===== config.mk =====
export PLATFORM = sky130hd
export DESIGN_NAME = crg_core
export DESIGN_NICKNAME = d
export VERILOG_FILES = /design/src/inc/crg_pkg.sv /design/src/inc/crg_sync_if.sv /design/src/rtl/crg_core.sv /design/src/rtl/crg_pin_sync.sv
export SDC_FILE = /design/constraint.sdc
export NUM_CORES = 1
export LEC_CHECK = 0
export BUFFER_PORTS_ARGS = -buffer_cell sky130_fd_sc_hd__buf_4
export CAP_MARGIN = 30
export CORE_MARGIN = 2
export CORE_UTILIZATION = 30
export CTS_CLUSTER_DIAMETER = 100
export CTS_CLUSTER_SIZE = 40
export DETAILED_ROUTE_END_ITERATION = 10
export PLACE_DENSITY = 0.45
export RECOVER_POWER = 25
export SLEW_MARGIN = 20
export SYNTH_ARGS = -nofsm -noshare
export SYNTH_HDL_FRONTEND = slang
export SYNTH_HIERARCHICAL = 1
export SYNTH_SLANG_ARGS = --single-unit

===== constraint.sdc =====
create_clock -name CORE_CLK -period 2.3 [get_ports CORE_CLK]
set_input_delay 0.345 -clock CORE_CLK [delete_from_list [all_inputs] [get_ports CORE_CLK]]
set_output_delay 0.345 -clock CORE_CLK [all_outputs]
set_load 0.01 [all_outputs]

===== src/inc/crg_pkg.sv =====
// constants for the processor clock, ready and reset generator
// Summary of operation
// - each ready honoured only with its qualifier low
// - stage select high one stage, low two
// - ready drops only at processor clock falling edge
// - strap high picks external input, low crystal
// - processor clock is source/3, one-third high
// - phase clear high holds counters at zero
// - peripheral clock half processor clock, 50% duty
// - crystal tap always carries crystal frequency
// - reset output changes on processor clock falling edge
// - two-stage rise: first flop rising, second falling
// - two-stage fall: straight to second flop falling
// - one-stage: only second flop on falling edge
package crg_pkg;
  // ==========================================
  // core clock
  localparam int unsigned CORE_PERIOD_NS = 10;
  // ==========================================
  // divider
  localparam logic [1:0]  DIV_FIRST      = 2'h0;
  localparam logic [1:0]  DIV_LAST       = 2'h2;
  // ==========================================
  // positions in the synchronised pin vector
  localparam int unsigned PIN_XTAL       = 0;
  localparam int unsigned PIN_EXT_FREQ   = 1;
  localparam int unsigned PIN_STRAP      = 2;
  localparam int unsigned PIN_CLEAR      = 3;
  localparam int unsigned PIN_READY_ONE  = 4;
  localparam int unsigned PIN_READY_TWO  = 5;
  localparam int unsigned PIN_QUAL1_N    = 6;
  localparam int unsigned PIN_QUAL2_N    = 7;
  localparam int unsigned PIN_STAGE      = 8;
  localparam int unsigned PIN_TRIG       = 9;
  localparam int unsigned PIN_WIDTH      = 10;
  // ==========================================
  // reset values
  localparam logic [9:0]  PIN_RST_VAL    = 10'h100;
  localparam logic        RESET_OUT_RST  = 1'b1;
endpackage


===== src/inc/crg_sync_if.sv =====
// carrier between pin synchroniser and generator core
`timescale 1ns/1ns
`default_nettype none
interface crg_sync_if #(parameter int unsigned W = 10);
  logic [W-1:0] raw;    // pin levels as they arrive
  logic [W-1:0] clean;  // levels after second- and third-flop agreement
  // synchroniser side
  modport sync (input raw, output clean);
  // user side
  modport user (output raw, input clean);
endinterface
`default_nettype wire


===== src/rtl/crg_core.sv =====
// processor clock, ready and reset generator core
`timescale 1ns/1ns
`default_nettype none
module crg_core (
  // core clock and reset
  input  wire logic CORE_CLK,
  input  wire logic ARST_N,
  // frequency sources
  input  wire logic CRYSTAL_PINS,
  input  wire logic EXTERNAL_FREQUENCY_IN,
  input  wire logic FREQ_SOURCE_STRAP,
  input  wire logic PHASE_ALIGN_CLEAR,
  // bus ready inputs
  input  wire logic BUS_READY_IN_ONE,
  input  wire logic BUS_READY_IN_TWO,
  input  wire logic BUS_QUALIFIER_ONE_N,
  input  wire logic BUS_QUALIFIER_TWO_N,
  input  wire logic SYNC_STAGE_SELECT,
  // reset trigger
  input  wire logic POWER_ON_TRIGGER_IN,
  // generated clocks
  output logic      PROC_CLK,
  output logic      PERIPH_CLK,
  output logic      CRYSTAL_TAP_OUT,
  // processor handshakes
  output logic      BUS_READY,
  output logic      PROC_RESET
);
  // ==========================================
  // pin synchronisation
  crg_sync_if #(.W(crg_pkg::PIN_WIDTH)) pin_bus ();

  assign pin_bus.raw = {POWER_ON_TRIGGER_IN, SYNC_STAGE_SELECT, BUS_QUALIFIER_TWO_N,
                        BUS_QUALIFIER_ONE_N, BUS_READY_IN_TWO, BUS_READY_IN_ONE,
                        PHASE_ALIGN_CLEAR, FREQ_SOURCE_STRAP, EXTERNAL_FREQUENCY_IN,
                        CRYSTAL_PINS};

  crg_pin_sync #(
    .W       (crg_pkg::PIN_WIDTH),
    .RST_VAL (crg_pkg::PIN_RST_VAL)
  ) u_pin_sync (
    .clk    (CORE_CLK),
    .arst_n (ARST_N),
    .pins   (pin_bus.sync)
  );

  // clean pin levels
  logic xtal_lvl;   // crystal oscillator level
  logic ext_freq_lvl; // external frequency level
  logic strap_lvl;  // source strap
  logic clear_lvl;  // phase align clear
  logic ready_one_lvl; // ready one
  logic ready_two_lvl; // ready two
  logic qual1_n;    // qualifier one, low active
  logic qual2_n;    // qualifier two, low active
  logic stage_lvl;  // stage select, high = one stage
  logic trig_lvl;   // reset trigger

  assign xtal_lvl  = pin_bus.clean[crg_pkg::PIN_XTAL];
  assign ext_freq_lvl  = pin_bus.clean[crg_pkg::PIN_EXT_FREQ];
  assign strap_lvl = pin_bus.clean[crg_pkg::PIN_STRAP];
  assign clear_lvl = pin_bus.clean[crg_pkg::PIN_CLEAR];
  assign ready_one_lvl = pin_bus.clean[crg_pkg::PIN_READY_ONE];
  assign ready_two_lvl = pin_bus.clean[crg_pkg::PIN_READY_TWO];
  assign qual1_n   = pin_bus.clean[crg_pkg::PIN_QUAL1_N];
  assign qual2_n   = pin_bus.clean[crg_pkg::PIN_QUAL2_N];
  assign stage_lvl = pin_bus.clean[crg_pkg::PIN_STAGE];
  assign trig_lvl  = pin_bus.clean[crg_pkg::PIN_TRIG];

  // ==========================================
  // state
  typedef struct packed {
    logic [1:0] cnt;       // divide-by-three phase
    logic       src_prev;  // previous selected source level
    logic       proc_clk;  // processor clock
    logic       periph_clk;// peripheral clock
    logic       tap;       // crystal tap copy
    logic       rdy_ff1;   // ready first flop
    logic       rdy_ff2;   // ready second flop, drives ready
    logic       reset_out; // processor reset
  } crg_core_s;

  crg_core_s st_reg;  // registered state
  crg_core_s st_next; // next state

  logic src_lvl;     // selected source level
  logic src_rise;    // selected source rising
  logic clk_rise;    // processor clock rising this edge
  logic clk_fall;    // processor clock falling this edge
  logic rdy_qual;    // qualified combined ready

  // ==========================================
  // next-state logic
  always_comb begin
    st_next = st_reg;
    // strap chooses counter source
    // source select strap
    src_lvl  = strap_lvl ? ext_freq_lvl : xtal_lvl;
    src_rise = src_lvl & ~st_reg.src_prev;
    st_next.src_prev = src_lvl;
    // divider advances on source rising edge
    if (src_rise) begin
      if (clear_lvl) begin
        st_next.cnt = crg_pkg::DIV_FIRST;
      end else if (st_reg.cnt == crg_pkg::DIV_LAST) begin
        st_next.cnt = crg_pkg::DIV_FIRST;
      end else begin
        st_next.cnt = st_reg.cnt + 2'h1;
      end
    end
    // high for one source period of three
    st_next.proc_clk = (st_next.cnt == crg_pkg::DIV_LAST);
    clk_rise = st_next.proc_clk & ~st_reg.proc_clk;
    clk_fall = ~st_next.proc_clk & st_reg.proc_clk;
    if (src_rise && clear_lvl) begin
      st_next.periph_clk = 1'b0;
    end else if (clk_rise) begin
      st_next.periph_clk = ~st_reg.periph_clk;
    end
    st_next.tap = xtal_lvl;
    rdy_qual = (ready_one_lvl & ~qual1_n) | (ready_two_lvl & ~qual2_n);
    if (clk_rise) begin
      st_next.rdy_ff1 = rdy_qual;
    end
    // second flop only on falling edge
    if (clk_fall) begin
      if (stage_lvl) begin
        st_next.rdy_ff2 = rdy_qual;
      end else if (!rdy_qual) begin
        st_next.rdy_ff2 = 1'b0;
      end else begin
        st_next.rdy_ff2 = st_reg.rdy_ff1;
      end
      st_next.reset_out = ~trig_lvl;
    end
  end

  // state register
  always_ff @(posedge CORE_CLK or negedge ARST_N) begin
    if (!ARST_N) begin
      st_reg           <= '0;
      st_reg.reset_out <= crg_pkg::RESET_OUT_RST;
    end else begin
      st_reg <= st_next;
    end
  end

  // outputs from flops
  assign PROC_CLK        = st_reg.proc_clk;
  assign PERIPH_CLK      = st_reg.periph_clk;
  assign CRYSTAL_TAP_OUT = st_reg.tap;
  // ready drops only at falling edge
  assign BUS_READY       = st_reg.rdy_ff2;
  assign PROC_RESET      = st_reg.reset_out;
endmodule
`default_nettype wire


===== src/rtl/crg_pin_sync.sv =====
// three-flop pin synchroniser with agreement filter
`timescale 1ns/1ns
`default_nettype none
module crg_pin_sync #(
  parameter int unsigned W       = 10,
  parameter logic [W-1:0] RST_VAL = '0
) (
  // clock and reset
  input  wire logic  clk,
  input  wire logic  arst_n,
  // pin carrier
  crg_sync_if.sync   pins
);
  // ==========================================
  // state
  typedef struct packed {
    logic [W-1:0] ff1;    // first stage, read only by ff2
    logic [W-1:0] ff2;    // second stage
    logic [W-1:0] ff3;    // third stage
    logic [W-1:0] clean;  // accepted level
  } crg_sync_s;

  crg_sync_s st_reg;  // registered state
  crg_sync_s st_next; // next state
  logic [W-1:0] agree; // second and third stages match

  // next state: shift and accept agreed bits
  always_comb begin
    st_next       = st_reg;
    agree         = ~(st_reg.ff2 ^ st_reg.ff3);
    st_next.ff1   = pins.raw;
    st_next.ff2   = st_reg.ff1;
    st_next.ff3   = st_reg.ff2;
    st_next.clean = (st_reg.ff3 & agree) | (st_reg.clean & ~agree);
  end

  // state register
  always_ff @(posedge clk or negedge arst_n) begin
    if (!arst_n) begin
      st_reg <= {RST_VAL, RST_VAL, RST_VAL, RST_VAL};
    end else begin
      st_reg <= st_next;
    end
  end

  // accepted levels
  assign pins.clean = st_reg.clean;
endmodule
`default_nettype wire

==> results_dict.tcl <==
set metrics [dict create \
    viasPerCell 4.02 \
    cts_hold_buf 0 \
    min_period_over_period 0.640 \
    row_count 27 \
    maxSlewHeadroom 0.227 \
    drt.antenna.violating_nets 0 \
    unrepaired_setup_endpoints_after_global_routing "false" \
    yosysMostFrequentCell "sky130_fd_sc_hd__dfrtp_1" \
    area.sequential_sq_um 1230 \
    die_width_um 78.7 \
    multi_input_area_sq_um 343 \
    final_net_count 127 \
    synth_seq_area_share 0.737 \
    ctsResizeCount 0 \
    run_status "completed" \
    postSynth.topFlopCell "sky130_fd_sc_hd__dfrtp_1" \
    routabilityCongestion 0.717 \
    yosys.area.top_type_share 0.658 \
    n_antenna_cell 0 \
    areaGrowthSynthToFinish_pct 13.2 \
    cp.required_ns 2.48 \
    cts_tree "yes" \
    clock_buffer_count_from_cts 5 \
    floorplan.initialDensity 0.308 \
    cts_max_path_buffers 2 \
    detailedRoute.firstIterationViolations 12 \
    drv_cap 0 \
    grt_antenna_before_repair 0 \
    hpwl_mm 1.39 \
    synthesis.nets 114 \
    netlist_instances 102 \
    finalPower_w 0.00184 \
    detailroute.via_count 756 \
    final-max-slew-violation-count 0 \
    cp_max_stage_cell "sky130_fd_sc_hd__dfrtp_1" \
    ys_async_sr_fraction 1.00 \
    setup_tns_ns 0 \
    critical_path.cell_chain "mux2i_4 -> o21bai_2 -> a21oi_2 -> mux2_4" \
    average_detailed_routed_wire_length_per_instance_um 10.9 \
    worstSetupPathType "reg2reg" \
    placeableCoreArea_sq_um 5440 \
    num-fill-cells 507 \
    crit_path_max_cell_delay_ns 0.42 \
    cts_htree_levels 2 \
    total_leakage_power_nw 0.821 \
    synth_top_cells_by_count "sky130_fd_sc_hd__dfrtp_1, sky130_fd_sc_hd__buf_4, sky130_fd_sc_hd__maj3_2" \
    cp_data_arrival_time_ns 1.65 \
    global_route.usage.total 0.0815 \
    io-pin-count 17 \
    wl_mm 2.05 \
    clk_pin_slew_worst_paths_ns 0.09 \
    yosys-top-cells-area "sky130_fd_sc_hd__dfrtp_1, sky130_fd_sc_hd__dfstp_2, sky130_fd_sc_hd__maj3_2" \
    clkLatencyLatePin_ns 0.29 \
    fmax_mhz 679 \
    kind_of_start_point_of_the_critical_path "register" \
    synth_cell_type_count 28 \
    fp.dieArea_sq_um 6190 \
    vdd_drop_max_mv 0.452 \
    netlist_area_sq_um 1670 \
    worst_hold_path_type "in2reg" \
    post_synth_edffs 0 \
    timing.clock.skew_ns 0.00752 \
    final_hold_viol_count 0 \
    clockRootBuffer "sky130_fd_sc_hd__clkbuf_8" \
    crit_fanout 6 \
    grt-ovfl-total 0 \
    timing.final.setup_violations 0 \
    drt_pre_antenna_iters 5 \
    yosysTopAreaCell "sky130_fd_sc_hd__dfrtp_1" \
    grt_pass1_wl_mm 3.79 \
    post_route_drc 0 \
    worst-slew-pin-transition_ns 1.16 \
    worst_setup_path_end_kind "register" \
    layout-drive-gt1-share 0.405 \
    die_height_um 78.7 \
    synthesis.area_per_instance_sq_um 16.4 \
    place.port_buffers 16 \
    power_per_cell_area_nw_per_um2 971 \
    timing.final.crit_period_ns 1.47 \
    synth_warnings 6 \
    synth.ff_latch_count 49 \
    tritoncts_num_sinks 49 \
    maximum_number_of_pins_on_one_net_before_global_route_repair 50 \
    first_global_vias 849 \
    post_cts_buffers 0 \
]
## cells in the final DEF (no fill, tap or decap), types with 2 or more instances in the layout
cell / Yosys / final
sky130_fd_sc_hd__nand2_1: 2 / 2
sky130_fd_sc_hd__dfrtp_1: 44 / 44
sky130_fd_sc_hd__maj3_2: 10 / 10
sky130_fd_sc_hd__dfstp_2: 5 / 5
sky130_fd_sc_hd__inv_1: 5 / 5
sky130_fd_sc_hd__o21ai_0: 2 / 2
sky130_fd_sc_hd__clkbuf_4: 0 / 10
sky130_fd_sc_hd__clkbuf_8: 0 / 5
sky130_fd_sc_hd__clkinvlp_4: 0 / 2
sky130_fd_sc_hd__buf_4: 10 / 5
sky130_fd_sc_hd__nor3_1: 2 / 2
sky130_fd_sc_hd__mux2i_1: 3 / 3
## where the power goes
group	switching [W]	internal, W	total [W]
clock	0.000262	0.000214	0.000476
combinational	0.000129	0.000171	0.000301
sequential	0.0000887	0.000974	0.00106
## cell type report
class,count,share of cell area
Sequential cell,49,0.651
Multi-Input combinational cell,37,0.181
Timing Repair Buffer,16,0.0621
Tap cell,72,0.0476
Clock buffer,6,0.0383
Inverter,6,0.0119
Clock inverter,2,0.00793
## cells by family (layout without fill, tap and decap cells)
group / count (synthesis) / after routing / synth area share
and+or+nand+nor: 12 / 12 / 0.0486
AOI/OAI and AO/OA: 9 / 9 / 0.0419
buffers and inverters: 16 / 30 / 0.0583
DFF: 49 / 49 / 0.737
muxes: 6 / 6 / 0.0471
adders and majority gates: 10 / 10 / 0.0673
## stage by stage
stage,utilization,setup WS [ns],instance area [sq um],hold slack [ns],cells
final,0.348,0.827,1890,0.162,188
after global routing,0.348,0.723,1890,0.132,188
after CTS,0.349,0.813,1900,0.0652,188
after detailed placement,0.332,0.843,1810,0.335,180
after global placement,0.332,0.861,1810,0.331,180
after floorplan,-,0.859,1670,0.0494,102
## metal layers
layer	track usage	vias to the layer above	wire length, um
li1	-	358	-
met1	0.0934	378	913
met2	0.126	15	977
met3	0.0391	5	104
met4	0.0421	0	53
met5	0	-	0
## critical path: cells and delay by family, from the launching register on
family | cells | cell delay, ns
compound gates | 2 | 0.27
flops | 1 | 0.42
mux | 2 | 0.67
## worst paths after layout
kind | slack, ns | depth (start not counted) | endpoint | start
setup / recovery | 0.83 | 4 | st_reg[2] | register
max in group asynchronous | 1.33 | 1 | u_pin_sync/st_next[20] | ARST_N
hold / removal | 0.16 | 1 | u_pin_sync/st_next[28] | SYNC_STAGE_SELECT
min in group asynchronous | 0.28 | 1 | u_pin_sync/st_reg[10] | ARST_N
hold reg to reg | 0.35 | 0 | u_pin_sync/st_next[11] | u_pin_sync/st_next[21]
setup reg to reg | 0.83 | 4 | st_reg[2] | register
Note: power is estimated with default switching activity, not from simulation.
